`config.mk`:
```
export PLATFORM = sky130hd
export DESIGN_NAME = mtsc_top
export DESIGN_NICKNAME = d
export VERILOG_FILES = /design/src/rtl/mtsc_top.v
export VERILOG_INCLUDE_DIRS = /design/src /design/src/rtl
export SDC_FILE = /design/constraint.sdc
export NUM_CORES = 1
export LEC_CHECK = 0
export BUFFER_PORTS_ARGS = -buffer_cell sky130_fd_sc_hd__buf_4
export CORE_MARGIN = 4
export CORE_UTILIZATION = 55
export CTS_BUF_LIST = sky130_fd_sc_hd__clkbuf_8
export DETAILED_ROUTE_END_ITERATION = 8
export PLACE_DENSITY = 0.72
export SYNTH_ARGS = -nofsm -noshare
export SYNTH_HDL_FRONTEND = slang
export SYNTH_SLANG_ARGS = --single-unit
```
`constraint.sdc`:
```
create_clock -name CLOCK -period 4.8 [get_ports CLOCK]
set_input_delay 0 -clock CLOCK [delete_from_list [all_inputs] [get_ports CLOCK]]
set_output_delay 0 -clock CLOCK [all_outputs]
set_load 0.05 [all_outputs]
```
`src/rtl/mtsc_consts.vh`:
```
// constants for the multidrop transmit slot coordinator
`ifndef MTSC_CONSTS_VH
`define MTSC_CONSTS_VH

// register offsets (byte addresses) and fields
`define MTSC_CTRL_OFFSET 8'h00
`define MTSC_STATUS_OFFSET 8'h04
`define MTSC_CTRL_EN_BIT 0
`define MTSC_CTRL_RESET 32'h0000_0000
`define MTSC_ST_CSTATE_LSB 0
`define MTSC_ST_DSTATE_LSB 4
`define MTSC_ST_SLOT_LSB 8
`define MTSC_ST_FW_BIT 16

// default durations, in transmit clock periods (nibbles)
`define MTSC_SLOT_TICKS 16'h0020
`define MTSC_SILENCE_TICKS 16'h0080
`define MTSC_EARLY_RX_TICKS 16'h0010
`define MTSC_MARKER_TICKS 16'h0008
`define MTSC_OWN_NODE 8'h00
`define MTSC_MAX_NODES 8'h08

// delay line storage
`define MTSC_DL_DEPTH 128
`define MTSC_DL_AW 7

// special signalling codes on the data nibble
`define MTSC_CODE_MARKER 4'h2
`define MTSC_CODE_CLAIM 4'h3

// control part states
`define MTSC_C_DISABLED 4'h0
`define MTSC_C_RESYNCHRONISE_STATE 4'h1
`define MTSC_C_RECOVER 4'h2
`define MTSC_C_SEND_MARKER 4'h3
`define MTSC_C_SYNCING 4'h4
`define MTSC_C_SLOT_WAIT 4'h5
`define MTSC_C_EARLY_RX 4'h6
`define MTSC_C_RECEIVE 4'h7
`define MTSC_C_CLAIM 4'h8
`define MTSC_C_TRANSMIT 4'h9

// data part states
`define MTSC_D_IDLE 3'h0
`define MTSC_D_HOLD 3'h1
`define MTSC_D_TRANSMIT 3'h2
`define MTSC_D_RECEIVE 3'h3
`define MTSC_D_COLLIDE 3'h4
`define MTSC_D_PENDING 3'h5
`define MTSC_D_ABORT 3'h6

`endif

```
`src/rtl/mtsc_top.v`:
```
// multidrop transmit slot coordinator: control part, data part, delay line, apb registers
//
// Contract
// - while disabled, slot variables sit at defaults and no special command is sent
// - node zero, when enabled, waits for silence then sends a cycle marker
// - nonzero nodes, when enabled, wait in resynchronise until a cycle marker
// - slot timer restarts only after the cycle marker has ended
// - after synchronisation the slot counter clears and the slot timer starts
// - early receive in slot wait enters early receive, arms its timer, stops slot timer
// - early receive goes to receive on carrier, to resynchronise on a cycle marker
// - early receive timeout starts recovery: node zero resends marker, others wait
// - carrier in slot wait enters receive at once and stops the slot timer
// - at own slot, frame waiting claims the slot, otherwise the slot is yielded
// - slot timer expiry increments the slot counter and restarts the timer
// - idle data part waits for mac transmission, early receive or carrier
// - mac transmission enters hold and delays data; carrier first reports carrier
// - mac transmission racing a carrier gives a logical collision, nothing forwarded
// - hold sets frame waiting and keeps the frame start in the delay line
// - slot claimed while holding enters transmit and sends delayed data
// - delay line holds at most slot time times nodes plus marker time
// - transmit error during hold aborts, clears frame waiting, frame never sent
// - another node transmitting while data is held gives a logical collision
// - collide clears frame waiting, reports carrier, then pending after the jam
// - pending sets frame waiting, holds carrier, drops carrier at own slot
// - carrier flag from tx enable, rx valid, collision and crs; early flag is crs
// - receive command is cycle marker while the phy indication lasts
// - disabled block behaves as a plain mii reconciliation layer
`timescale 1ns/1ps
`include "mtsc_consts.vh"

module mtsc_top #(
    parameter [15:0] SLOT_TICKS = `MTSC_SLOT_TICKS,
    parameter [15:0] SILENCE_TICKS = `MTSC_SILENCE_TICKS,
    parameter [15:0] EARLY_RX_TICKS = `MTSC_EARLY_RX_TICKS,
    parameter [15:0] MARKER_TICKS = `MTSC_MARKER_TICKS,
    parameter [7:0] OWN_NODE_NUMBER = `MTSC_OWN_NODE,
    parameter [7:0] MAX_NODE_COUNT = `MTSC_MAX_NODES
) (
    input wire CLOCK,
    input wire RST_N,
    input wire PSEL,
    input wire PENABLE,
    input wire PWRITE,
    input wire [7:0] PADDR,
    input wire [31:0] PWDATA,
    output wire [31:0] PRDATA,
    output wire PREADY,
    output wire PSLVERR,
    input wire TX_CLK,
    input wire [3:0] MAC_TXD,
    input wire MAC_TX_EN,
    input wire MAC_TX_ER,
    output wire MAC_CRS,
    output wire MAC_COL,
    output wire [3:0] PHY_TXD,
    output wire PHY_TX_EN,
    output wire PHY_TX_ER,
    input wire PHY_CRS,
    input wire PHY_COL,
    input wire PHY_RX_DV,
    input wire PHY_RX_ER,
    input wire [3:0] PHY_RXD
);

    // delay line limit in nibbles, capped by storage
    localparam integer DL_WANT = SLOT_TICKS * MAX_NODE_COUNT + MARKER_TICKS;
    localparam integer DL_LIM_I = (DL_WANT > `MTSC_DL_DEPTH) ? `MTSC_DL_DEPTH : DL_WANT;
    localparam [7:0] DL_LIMIT = DL_LIM_I[7:0];

    // input synchronisers: three flops, value accepted when stages two and three agree
    wire [14:0] raw_in;
    reg [14:0] s1_q;
    reg [14:0] s2_q;
    reg [14:0] s3_q;
    reg [14:0] f_q;
    assign raw_in = {TX_CLK, MAC_TX_EN, MAC_TX_ER, MAC_TXD, PHY_CRS, PHY_COL, PHY_RX_DV,
                     PHY_RX_ER, PHY_RXD};
    genvar gi;
    generate
        for (gi = 0; gi < 15; gi = gi + 1) begin : g_sync
            always @(posedge CLOCK or negedge RST_N) begin
                if (!RST_N) begin
                    s1_q[gi] <= 1'b0;
                    s2_q[gi] <= 1'b0;
                    s3_q[gi] <= 1'b0;
                    f_q[gi] <= 1'b0;
                end else begin
                    s1_q[gi] <= raw_in[gi];
                    s2_q[gi] <= s1_q[gi];
                    s3_q[gi] <= s2_q[gi];
                    if (s2_q[gi] == s3_q[gi]) begin
                        f_q[gi] <= s3_q[gi];
                    end
                end
            end
        end
    endgenerate

    wire tclk = f_q[14];
    wire m_tx_en = f_q[13];
    wire m_tx_er = f_q[12];
    wire [3:0] m_txd = f_q[11:8];
    wire p_crs = f_q[7];
    wire p_col = f_q[6];
    wire p_rx_dv = f_q[5];
    wire p_rx_er = f_q[4];
    wire [3:0] p_rxd = f_q[3:0];

    // tick on falling edge of the transmit clock: mac data is stable mid-period
    reg tclk_prev_q;
    always @(posedge CLOCK or negedge RST_N) begin
        if (!RST_N) begin
            tclk_prev_q <= 1'b0;
        end else begin
            tclk_prev_q <= tclk;
        end
    end
    wire tick = tclk_prev_q & ~tclk;

    // apb registers
    reg ctrl_en_q;
    reg [31:0] prdata_q;
    reg [3:0] cst_q;
    reg [2:0] dst_q;
    reg [7:0] slot_counter_q;
    wire frame_waiting;
    wire hit_ctrl = (PADDR == `MTSC_CTRL_OFFSET);
    wire hit_stat = (PADDR == `MTSC_STATUS_OFFSET);
    wire [31:0] status_word = ({28'h000_0000, cst_q} << `MTSC_ST_CSTATE_LSB)
                            | ({29'h0000_0000, dst_q} << `MTSC_ST_DSTATE_LSB)
                            | ({24'h00_0000, slot_counter_q} << `MTSC_ST_SLOT_LSB)
                            | ({31'h0000_0000, frame_waiting} << `MTSC_ST_FW_BIT);
    assign PREADY = 1'b1;
    assign PSLVERR = PSEL & PENABLE & ~hit_ctrl & ~hit_stat;
    assign PRDATA = prdata_q;
    always @(posedge CLOCK or negedge RST_N) begin
        if (!RST_N) begin
            ctrl_en_q <= 1'b0;
            prdata_q <= 32'h0000_0000;
        end else begin
            if (PSEL & ~PENABLE & ~PWRITE) begin
                if (hit_ctrl) begin
                    prdata_q <= {31'h0000_0000, ctrl_en_q};
                end else if (hit_stat) begin
                    prdata_q <= status_word;
                end else begin
                    prdata_q <= 32'h0000_0000;
                end
            end
            if (PSEL & PENABLE & PWRITE & hit_ctrl) begin
                ctrl_en_q <= PWDATA[`MTSC_CTRL_EN_BIT];
            end
        end
    end
    wire en = ctrl_en_q;

    // carrier, early receive and receive command decode
    wire plca_crs = PHY_TX_EN | p_rx_dv | (~p_col & p_crs);
    wire eri = p_crs;
    wire rx_marker = ~p_rx_dv & p_rx_er & (p_rxd == `MTSC_CODE_MARKER);

    // control part
    reg [3:0] cst_d;
    reg [15:0] timer_q;
    reg [15:0] timer_d;
    reg [7:0] slot_counter_d;
    wire [7:0] slot_next = slot_counter_q + 8'h01;
    wire timer_zero = (timer_q == 16'h0000);
    wire committed = (cst_q == `MTSC_C_CLAIM);

    always @* begin
        cst_d = cst_q;
        timer_d = timer_q;
        slot_counter_d = slot_counter_q;
        if (!en) begin
            cst_d = `MTSC_C_DISABLED;
            timer_d = 16'h0000;
            slot_counter_d = 8'h00;
        end else begin
            case (cst_q)
                `MTSC_C_DISABLED: begin
                    if (OWN_NODE_NUMBER == 8'h00) begin
                        cst_d = `MTSC_C_RECOVER;
                        timer_d = SILENCE_TICKS;
                    end else begin
                        cst_d = `MTSC_C_RESYNCHRONISE_STATE;
                    end
                end
                `MTSC_C_RESYNCHRONISE_STATE: begin
                    if (rx_marker) begin
                        cst_d = `MTSC_C_SYNCING;
                    end
                end
                `MTSC_C_RECOVER: begin
                    if (plca_crs) begin
                        timer_d = SILENCE_TICKS;
                    end else if (timer_zero) begin
                        cst_d = `MTSC_C_SEND_MARKER;
                        timer_d = MARKER_TICKS;
                    end else if (tick) begin
                        timer_d = timer_q - 16'h0001;
                    end
                end
                `MTSC_C_SEND_MARKER: begin
                    if (timer_zero) begin
                        cst_d = `MTSC_C_SYNCING;
                    end else if (tick) begin
                        timer_d = timer_q - 16'h0001;
                    end
                end
                `MTSC_C_SYNCING: begin
                    if (!rx_marker) begin
                        cst_d = `MTSC_C_SLOT_WAIT;
                        slot_counter_d = 8'h00;
                        timer_d = SLOT_TICKS;
                    end
                end
                `MTSC_C_SLOT_WAIT: begin
                    if (eri & ~plca_crs) begin
                        cst_d = `MTSC_C_EARLY_RX;
                        timer_d = EARLY_RX_TICKS;
                    end else if (plca_crs) begin
                        cst_d = `MTSC_C_RECEIVE;
                    end else if ((slot_counter_q == OWN_NODE_NUMBER) & frame_waiting) begin
                        cst_d = `MTSC_C_CLAIM;
                    end else if (timer_zero) begin
                        slot_counter_d = slot_next;
                        timer_d = SLOT_TICKS;
                        if (slot_next >= MAX_NODE_COUNT) begin
                            cst_d = (OWN_NODE_NUMBER == 8'h00) ? `MTSC_C_SEND_MARKER
                                                               : `MTSC_C_RESYNCHRONISE_STATE;
                            timer_d = MARKER_TICKS;
                        end
                    end else if (tick) begin
                        timer_d = timer_q - 16'h0001;
                    end
                end
                `MTSC_C_EARLY_RX: begin
                    if (rx_marker) begin
                        cst_d = `MTSC_C_RESYNCHRONISE_STATE;
                    end else if (plca_crs) begin
                        cst_d = `MTSC_C_RECEIVE;
                    end else if (timer_zero) begin
                        if (OWN_NODE_NUMBER == 8'h00) begin
                            cst_d = `MTSC_C_RECOVER;
                            timer_d = SILENCE_TICKS;
                        end else begin
                            cst_d = `MTSC_C_RESYNCHRONISE_STATE;
                        end
                    end else if (tick) begin
                        timer_d = timer_q - 16'h0001;
                    end
                end
                `MTSC_C_RECEIVE, `MTSC_C_TRANSMIT: begin
                    if (rx_marker) begin
                        cst_d = `MTSC_C_RESYNCHRONISE_STATE;
                    end else if ((cst_q == `MTSC_C_RECEIVE) ? ~plca_crs
                                 : (dst_q != `MTSC_D_TRANSMIT)) begin
                        slot_counter_d = slot_next;
                        cst_d = `MTSC_C_SLOT_WAIT;
                        timer_d = SLOT_TICKS;
                        if (slot_next >= MAX_NODE_COUNT) begin
                            cst_d = (OWN_NODE_NUMBER == 8'h00) ? `MTSC_C_SEND_MARKER
                                                               : `MTSC_C_RESYNCHRONISE_STATE;
                            timer_d = MARKER_TICKS;
                        end
                    end
                end
                `MTSC_C_CLAIM: begin
                    if (dst_q == `MTSC_D_TRANSMIT) begin
                        cst_d = `MTSC_C_TRANSMIT;
                    end else if (dst_q == `MTSC_D_ABORT) begin
                        cst_d = `MTSC_C_SLOT_WAIT;
                        timer_d = 16'h0000;
                    end
                end
                default: begin
                    cst_d = `MTSC_C_DISABLED;
                end
            endcase
        end
    end

    always @(posedge CLOCK or negedge RST_N) begin
        if (!RST_N) begin
            cst_q <= `MTSC_C_DISABLED;
            timer_q <= 16'h0000;
            slot_counter_q <= 8'h00;
        end else begin
            cst_q <= cst_d;
            timer_q <= timer_d;
            slot_counter_q <= slot_counter_d;
        end
    end

    // data part
    reg [2:0] dst_d;
    reg [4:0] dl_mem [0:`MTSC_DL_DEPTH-1];
    reg [`MTSC_DL_AW-1:0] wp_q;
    reg [`MTSC_DL_AW-1:0] rp_q;
    reg [7:0] cnt_q;
    wire phy_busy = p_rx_dv | p_crs;
    assign frame_waiting = en & ((dst_q == `MTSC_D_HOLD) | (dst_q == `MTSC_D_PENDING));

    always @* begin
        dst_d = dst_q;
        if (!en) begin
            dst_d = `MTSC_D_IDLE;
        end else begin
            case (dst_q)
                `MTSC_D_IDLE: begin
                    if (m_tx_en) begin
                        dst_d = phy_busy ? `MTSC_D_COLLIDE : `MTSC_D_HOLD;
                    end else if (eri | p_rx_dv) begin
                        dst_d = `MTSC_D_RECEIVE;
                    end
                end
                `MTSC_D_RECEIVE: begin
                    if (~eri & ~p_rx_dv) begin
                        dst_d = `MTSC_D_IDLE;
                    end
                end
                `MTSC_D_HOLD: begin
                    if (m_tx_er) begin
                        dst_d = `MTSC_D_ABORT;
                    end else if (committed & tick) begin
                        dst_d = `MTSC_D_TRANSMIT;
                    end else if (cst_q == `MTSC_C_RECEIVE) begin
                        dst_d = `MTSC_D_COLLIDE;
                    end
                end
                `MTSC_D_TRANSMIT: begin
                    if (~m_tx_en & (cnt_q == 8'h00) & tick) begin
                        dst_d = `MTSC_D_IDLE;
                    end
                end
                `MTSC_D_COLLIDE: begin
                    if (~m_tx_en) begin
                        dst_d = `MTSC_D_PENDING;
                    end
                end
                `MTSC_D_PENDING: begin
                    if (committed) begin
                        dst_d = `MTSC_D_IDLE;
                    end
                end
                `MTSC_D_ABORT: begin
                    if (~m_tx_en) begin
                        dst_d = `MTSC_D_IDLE;
                    end
                end
                default: begin
                    dst_d = `MTSC_D_IDLE;
                end
            endcase
        end
    end

    // delay line: written while holding or sending, read while sending
    wire dl_wr = tick & m_tx_en & (cnt_q < DL_LIMIT)
               & ((dst_q == `MTSC_D_HOLD) | (dst_q == `MTSC_D_TRANSMIT));
    wire dl_rd = tick & (dst_q == `MTSC_D_TRANSMIT) & (cnt_q != 8'h00);
    wire dl_flush = (dst_q != `MTSC_D_HOLD) & (dst_q != `MTSC_D_TRANSMIT);
    always @(posedge CLOCK) begin
        if (dl_wr) begin
            dl_mem[wp_q] <= {m_tx_er, m_txd};
        end
    end
    always @(posedge CLOCK or negedge RST_N) begin
        if (!RST_N) begin
            dst_q <= `MTSC_D_IDLE;
            wp_q <= {`MTSC_DL_AW{1'b0}};
            rp_q <= {`MTSC_DL_AW{1'b0}};
            cnt_q <= 8'h00;
        end else begin
            dst_q <= dst_d;
            if (dl_flush) begin
                wp_q <= {`MTSC_DL_AW{1'b0}};
                rp_q <= {`MTSC_DL_AW{1'b0}};
                cnt_q <= 8'h00;
            end else begin
                if (dl_wr) begin
                    wp_q <= wp_q + 1'b1;
                end
                if (dl_rd) begin
                    rp_q <= rp_q + 1'b1;
                end
                if (dl_wr & ~dl_rd) begin
                    cnt_q <= cnt_q + 8'h01;
                end else if (dl_rd & ~dl_wr) begin
                    cnt_q <= cnt_q - 8'h01;
                end
            end
        end
    end

    // mii outputs toward the phy, updated once per transmit clock period
    reg [3:0] txd_q;
    reg tx_en_q;
    reg tx_er_q;
    reg [4:0] dl_out;
    always @* begin
        dl_out = dl_mem[rp_q];
    end
    always @(posedge CLOCK or negedge RST_N) begin
        if (!RST_N) begin
            txd_q <= 4'h0;
            tx_en_q <= 1'b0;
            tx_er_q <= 1'b0;
        end else if (tick) begin
            if (!en) begin
                txd_q <= m_txd;
                tx_en_q <= m_tx_en;
                tx_er_q <= m_tx_er;
            end else if (dl_rd) begin
                txd_q <= dl_out[3:0];
                tx_en_q <= 1'b1;
                tx_er_q <= dl_out[4];
            end else if (cst_q == `MTSC_C_SEND_MARKER) begin
                txd_q <= `MTSC_CODE_MARKER;
                tx_en_q <= 1'b0;
                tx_er_q <= 1'b1;
            end else if (committed & (dst_q != `MTSC_D_TRANSMIT)) begin
                txd_q <= `MTSC_CODE_CLAIM;
                tx_en_q <= 1'b0;
                tx_er_q <= 1'b1;
            end else begin
                txd_q <= 4'h0;
                tx_en_q <= 1'b0;
                tx_er_q <= 1'b0;
            end
        end
    end
    assign PHY_TXD = txd_q;
    assign PHY_TX_EN = tx_en_q;
    assign PHY_TX_ER = tx_er_q;

    // carrier and collision toward the mac
    reg crs_q;
    reg col_q;
    always @(posedge CLOCK or negedge RST_N) begin
        if (!RST_N) begin
            crs_q <= 1'b0;
            col_q <= 1'b0;
        end else if (!en) begin
            crs_q <= p_crs;
            col_q <= p_col;
        end else begin
            crs_q <= (dst_q == `MTSC_D_RECEIVE) | (dst_q == `MTSC_D_COLLIDE)
                   | ((dst_q == `MTSC_D_PENDING) & ~committed);
            col_q <= (dst_q == `MTSC_D_COLLIDE);
        end
    end
    assign MAC_CRS = crs_q;
    assign MAC_COL = col_q;

endmodule // mtsc_top

```
==> metrics.yaml, run 1 <==
sta:
  finClkSkew_ns: 0.0458
  final.min_clock_period_ns: 3.69
  setup_viol: 0
  report.final.slew_viol_count: 0
  maxSlewHeadroom_pct: 22.8
  worstMarginPinSlew_ns: 1.15
  setup_tns_ns: 0
  rsz0062_at_grt: "false"
  period_share_pct: 77.0
  fin_ws_ns: 1.11
  hold_violations: 0
  max_freq_ghz: 0.271
floorplan:
  rows: 88
  core_um2: 57600
  io_pins: 102
  initial_core_util_pct: 55.4
  die_area_um2: 62000
  die_height_um: 249
  die_w_um: 249
placed_design:
  gp_congestion: 0.895
  place_ws_ns: 1.15
  placed_cells: 2653
  port_buffers: 53
  dp_hpwl_mm: 43.9
yosys:
  synth.avg_cell_area_um2: 16.7
  synth_cell_type_count: 78
  async_reset_ff_share_pct: 17.8
  synth-main-ff-cell: "edfxtp_1"
  synthCells: 1911
  synth_area_um2: 31900
  yosysSeqAreaShare_pct: 71.1
  yosys_warnings: 0
  ys_seq_elements: 779
  synth_edf_count: 640
global_routing:
  grt_pass1_wl_mm: 112
  grt_use_total_pct: 23.4
  grt_overflow: 0
  grt_pass1_vias: 18300
  grt_max_degree: 101
  antenna_found_initial: 0
power_and_ir_drop:
  power_frac_seq_pct: 56.9
  internal_power_mw: 10.4
  power_density_nw_per_um2: 372
  finalPower_mw: 13.3
  pwr-share-comb_pct: 2.9
  switchingPower_mw: 2.95
  swShare_pct: 22.1
  clkPwrFrac_pct: 40.2
  p_leak_nw: 12.0
  vdd_drop_max_mv: 0.261
detailed_routing:
  drt_iter0_drc: 2038
  postRouteAntennaNets: 0
  first_pass_iters: 8
  via_per_inst: 6.19
  wl_per_cell_um: 24.7
  drc: 0
  num_vias: 18100
  totalWireLength_mm: 72.2
clock_tree:
  cts.sinks: 779
  cts_made_buffers: 119
  root_buffer: "clkbuf_8"
  clkLatencyLatePin_ns: 0.72
  clk_pin_slew_ns: 0.06
  cts_tree: "yes"
  htree_levels: 3
  cts.path.max_buffers: 3
worst_setup_path:
  required_ns: 5.45
  critPathKind: "flip-flop to flip-flop"
  arrival_ns: 4.34
  critPathMaxFanout: 27
  r2r_cells: 14
  critPathLaunchType: "flip-flop"
  end_kind: "flip-flop"
finish:
  area_growth_pct: 12.5
  layout.cells.non_filler: 2917
  fin_nets: 2128
  fillers: 4002
  register_area_um2: 22700
  multi_input_area_um2: 8600
  drive_gt1_share_pct: 20.5
  fin_util_pct: 62.4
  diodes: 0
worst_hold_path:
  holdCritPathClass: "input pin to flip-flop"
  hold_path_depth: 4
flow_run:
  drv_cap: 0
outcome:
  status: "finished clean"
[worst max-delay path: stages (launching register included)]
cell and delay [ns]:
dfrtp_1 0.54, nand2b_1 0.29, a21o_1 0.19, buf_4 0.21, nor3_1 0.16, buf_4 0.18
nand2_1 0.20, ha_1 0.35, a21o_1 0.18, a21oi_1 0.24, o21ai_0 0.12, a21oi_1 0.23
o21ai_0 0.18, or4_1 0.42, a31oi_1 0.14
[cells by family (layout without fill, tap and decap cells)]
family	Yosys count	after routing	synth area share (%)
AOI/OAI and AO/OA	256	256	5.46
muxes	218	218	12.9
buffers and inverters	152	378	2.13
xor gates and xnor gates	18	18	0.494
DFF	779	779	71.1
other	2	17	0.0235
adders and majority gates	28	28	1.00
and+or+nand+nor	458	458	6.89
[metal layers]
metal  track usage, %  routed length (um)
met1             33.5               29200
met5                0                   0
met4             7.79                1910
met2             36.8               35000
met3             4.71                6030
[area by class of cell]
type	instances	share of cell area, %
inverter	24	0.251
timing repair buffer	136	3.33
clock inverter	92	1.69
multi-input combinational	995	24.0
tap	765	2.67
clock buffer	126	4.83
sequential	779	63.3
[Yosys cell counts (all sizes together) (30+ instances only)]
cell | instances | share of area, %
edfxtp | 640 | 60
o21ai | 40 | 0.63
nand2 | 92 | 1.1
buf | 59 | 1.0
nor3 | 30 | 0.51
clkbuf | 69 | 0.81
nand3 | 32 | 0.50
nor2 | 191 | 2.2
mux4 | 154 | 11
mux2i | 58 | 1.8
a21oi | 59 | 0.92
dfrtp | 139 | 11
[worst paths after layout]
check	startpoint	endpoint	slack, ns
worst min register to register	s1_q[11]	s2_q[11]	0.32
worst max register to register	dst_q[0]	cnt_q[7]	1.11
worst max-delay path	dst_q[0]	cnt_q[7]	1.11
worst min-delay path	PENABLE	ctrl_en_q	0.22
max in group asynchronous	RST_N	rp_q[1]	3.85
min in group asynchronous	RST_N	s1_q[11]	0.23
[through the flow]
stage	hold slack [ns]	area, um2
floorplan	-0.296	32000
global placement	0.111	33100
global route	0.185	35900
CTS	0.128	35900
finish	0.223	35900
detailed placement	0.110	33100
[sequential cells by signal (all words and copies together), names as in the netlist, 7 cells and up]
signal	cells
slot_counter_q	8
f_q	8
s1_q	15
dl_mem	640
cnt_q	8
rp_q	7
s2_q	15
wp_q	7
s3_q	15
timer_q	16
PRDATA	16
[repair_timing]
item | 4_1_cts | 5_1_grt
resized for setup | 0 | 0
endpoints found under the hold margin | 134 | 0
hold buffers | 46 | 0
buffers inserted | 0 | 0
[cells in the final DEF, fill, tap and decap left out, drive strengths merged, types with 9 or more instances in the layout]
cell           n
nor3          30
o21ai         40
mux2i         58
nand3b        10
a22o          16
mux4         154
ha            12
o221ai        10
nand2         92
nand3         32
o22ai         16
clkbuf       126
edfxtp       640
clkinv        49
nor2b         17
nor2         191
nand2b        17
xnor2          9
dlygate4sd3   45
a211oi        17
or4           11
nor4          11
o31ai         17
a22oi         17
buf           91
maj3          15
a21oi         59
xor2           9
dfrtp        139
inv           56
conb          17
[power groups by stage]
stage                     Sequential [mW]  Combinational [mW]  Clock (mW)
after floorplan                      7.77               0.133           0
after global placement               7.72               0.340           0
after detailed placement             7.73               0.354           0
after CTS                            7.59               0.383        5.47
after global routing                 7.60               0.415        5.80
final                                7.60               0.383        5.37
Power figures use the tool's default switching activity.
==> run 2: changes to the inputs <==
--- a/config.mk
+++ b/config.mk
@@ -6,6 +6,7 @@
 export SDC_FILE = /design/constraint.sdc
 export NUM_CORES = 1
 export LEC_CHECK = 0
+export ABC_AREA = 1
 export BUFFER_PORTS_ARGS = -buffer_cell sky130_fd_sc_hd__buf_4
 export CORE_MARGIN = 4
 export CORE_UTILIZATION = 55
==> constraint.sdc (replaced) <==
create_clock -name CLOCK -period 3.8 [get_ports CLOCK]
set_input_delay 0 -clock CLOCK [delete_from_list [all_inputs] [get_ports CLOCK]]
set_output_delay 0 -clock CLOCK [all_outputs]
set_load 0.05 [all_outputs]
==> metrics.yaml, run 2 <==
detailed_routing:
  drt_iter0_drc: 2980
  postRouteAntennaNets: 0
  drc: 0
  via_per_inst: 5.64
  first_pass_iters: 8
  num_vias: 23800
  wl_per_cell_um: 19.5
  totalWireLength_mm: 82.3
finish:
  design_area_um2: 37500
  fin_nets: 3413
  largest_reg_flops: 640
  regMostFlops: "dl_mem"
  drive_gt1_share_pct: 9.16
  final_common_cell: "nand2_1"
  final_cell_mix: "nand2_1, edfxtp_1, nor2_1"
  area_growth_pct: 11.5
  fillers: 4810
sta:
  setup_viol: 0
  period_share_pct: 83.0
  final.min_clock_period_ns: 3.16
  finClkSkew_ns: 0.0528
  fin_ws_ns: 0.644
  rsz0062_at_grt: "false"
  worstMarginPinSlew_ns: 1.10
  setup_tns_ns: 0
  maxSlewHeadroom_pct: 26.5
  max_freq_ghz: 0.317
  hold_violations: 0
  report.final.slew_viol_count: 0
placed_design:
  port_buffers: 53
  dpl_cell_area_um2: 34800
  gp_congestion: 0.944
  dp_hpwl_mm: 49.8
  place_ws_ns: 0.698
yosys:
  synth_cell_type_count: 58
  synth_commonest_cells: "nand2_1, edfxtp_1, nor2_1, o21ai_0, nand3_1"
  yosys.area.top_type_share_pct: 57.1
  ys_seq_elements: 779
  synthCells: 3228
  synth_most_common_cell: "nand2_1"
  yosysSeqAreaShare_pct: 67.5
  synth-main-ff-cell: "edfxtp_1"
  yosys_warnings: 0
  synth_edf_count: 640
  async_reset_ff_share_pct: 17.8
  synth_area_um2: 33600
  synth_top_area_cell: "edfxtp_1"
  synthTopCellsByArea: "edfxtp_1, dfrtp_1, nand2_1"
  synth.avg_cell_area_um2: 10.4
floorplan:
  rows: 90
  io_pins: 102
  die_w_um: 255
  die_area_um2: 65200
  die_height_um: 255
  core_um2: 60500
  initial_core_util_pct: 55.6
worst_setup_path:
  path_depth: 15
  slowest_delay_ns: 0.47
  critPathLaunchType: "flip-flop"
  critPathMaxFanout: 8
  critPathKind: "flip-flop to flip-flop"
  cp_common_cell: "inv_2"
  r2r_cells: 15
  required_ns: 4.43
  critPathTopFamily: "simple AND/OR/NAND/NOR gates"
  arrival_ns: 3.79
  end_kind: "flip-flop"
  cp_slowest_cell: "dfrtp_1"
  critical_path_buf_inv_count: 4
  crit_chain: "inv_2, nand2_2, nor2_4, inv_2, nor3_4, inv_2, nand2_1, inv_1, fa_1, nor2_1, o21ai_0, a21boi_0, o21a_1, o21ai_0, a22o_1"
global_routing:
  grt_use_total_pct: 24.8
  grt.busiest_layer: "met2"
  antenna_found_initial: 2
  grt_use_met3_pct: 4.74
  met1_usage_pct: 33.9
  grt_pass1_wl_mm: 128
  grt_pass1_vias: 23500
  grt_overflow: 0
  use_met2_pct: 40.8
  grt_max_degree: 206
clock_tree:
  cts_made_buffers: 119
  cts_resized: 0
  clk_pin_slew_ns: 0.08
  root_buffer: "clkbuf_8"
  cts.path.max_buffers: 3
  cts.sinks: 779
  cts_tree: "yes"
  htree_levels: 3
  clkLatencyLatePin_ns: 0.76
power_and_ir_drop:
  internal_power_mw: 14.0
  p_leak_nw: 14.6
  switchingPower_mw: 6.03
  power_density_nw_per_um2: 534
  power_frac_seq_pct: 49.5
  clkPwrFrac_pct: 32.8
  swShare_pct: 30.1
  vdd_drop_max_mv: 0.353
  pwr-share-comb_pct: 17.7
flow_run:
  drv_cap: 0
worst_hold_path:
  holdCritPathClass: "input pin to flip-flop"
  hold_path_depth: 5
outcome:
  status: "finished clean"
[run 2: kinds of logic after synthesis]
group	Yosys count	synth area share, %
buf+inv	412	5.18
simple gates	1589	19.6
fa+ha+maj	28	0.952
other cells	2	0.0223
flops	779	67.5
xor+xnor	8	0.208
compound gates	410	6.63
[run 2: path summary, 6_finish.rpt]
check | start | end | slack [ns]
worst max-delay path | dst_q[0] | cnt_q[6] | 0.64
worst min-delay path | PADDR[3] | PRDATA[16] | 0.05
worst max register to register | dst_q[0] | cnt_q[6] | 0.64
worst min register to register | s1_q[7] | s2_q[7] | 0.35
max in group asynchronous | RST_N | m_tx_er | 2.91
min in group asynchronous | RST_N | PRDATA[3] | 0.40
[run 2: cell type report]
cell class	instances	area [um2]	area share, %
diodes	1	2.50	0.00667
clock inverters	91	497	1.32
multi-input cells	2052	9270	24.7
inverters	245	932	2.48
well taps	782	978	2.61
flip-flops and latches	779	22700	60.6
repair buffers	143	1330	3.55
clock buffers	130	1790	4.77
[run 2: routing by layer]
metal	vias to the layer above	routed length, um
met5	-	13
li1	11100	-
met4	2	2410
met2	1151	39400
met1	11400	33200
met3	176	7270
[run 2: power groups by stage]
| stage | clock network [mW] | logic, mW | registers (mW) |
|---|---|---|---|
| floorplan | 0 | 2.46 | 10.1 |
| global placement | 0 | 3.38 | 10.1 |
| detailed placement | 0 | 3.44 | 10.1 |
| CTS | 6.69 | 3.49 | 9.92 |
| global route | 7.10 | 3.91 | 9.96 |
| finish | 6.57 | 3.54 | 9.92 |
[run 2: timing repair]
| item | in CTS | in global routing |
|---|---|---|
| buffers inserted | 0 | 0 |
| hold endpoints to repair | 171 | 0 |
| hold buffers | 39 | 0 |
[run 2: tightest hold or removal path: stages]
cell	delay (ns)
buf_4	0.07
or3_1	0.11
nor3b_1	0.07
nand2_1	0.39
o21ai_1	0.10
[run 2: through the flow]
step | instances | power (mW) | hold WS, ns | util (%)
floorplan | 3243 | 12.6 | -0.296 | -
global placement | 3962 | 13.5 | 0.0706 | 57.6
detailed placement | 3962 | 13.5 | 0.0670 | 57.6
CTS | 4222 | 20.1 | 0.000291 | 62.0
global route | 4223 | 21.0 | 0.0956 | 62.0
finish | 4223 | 20.0 | 0.0518 | 62.0
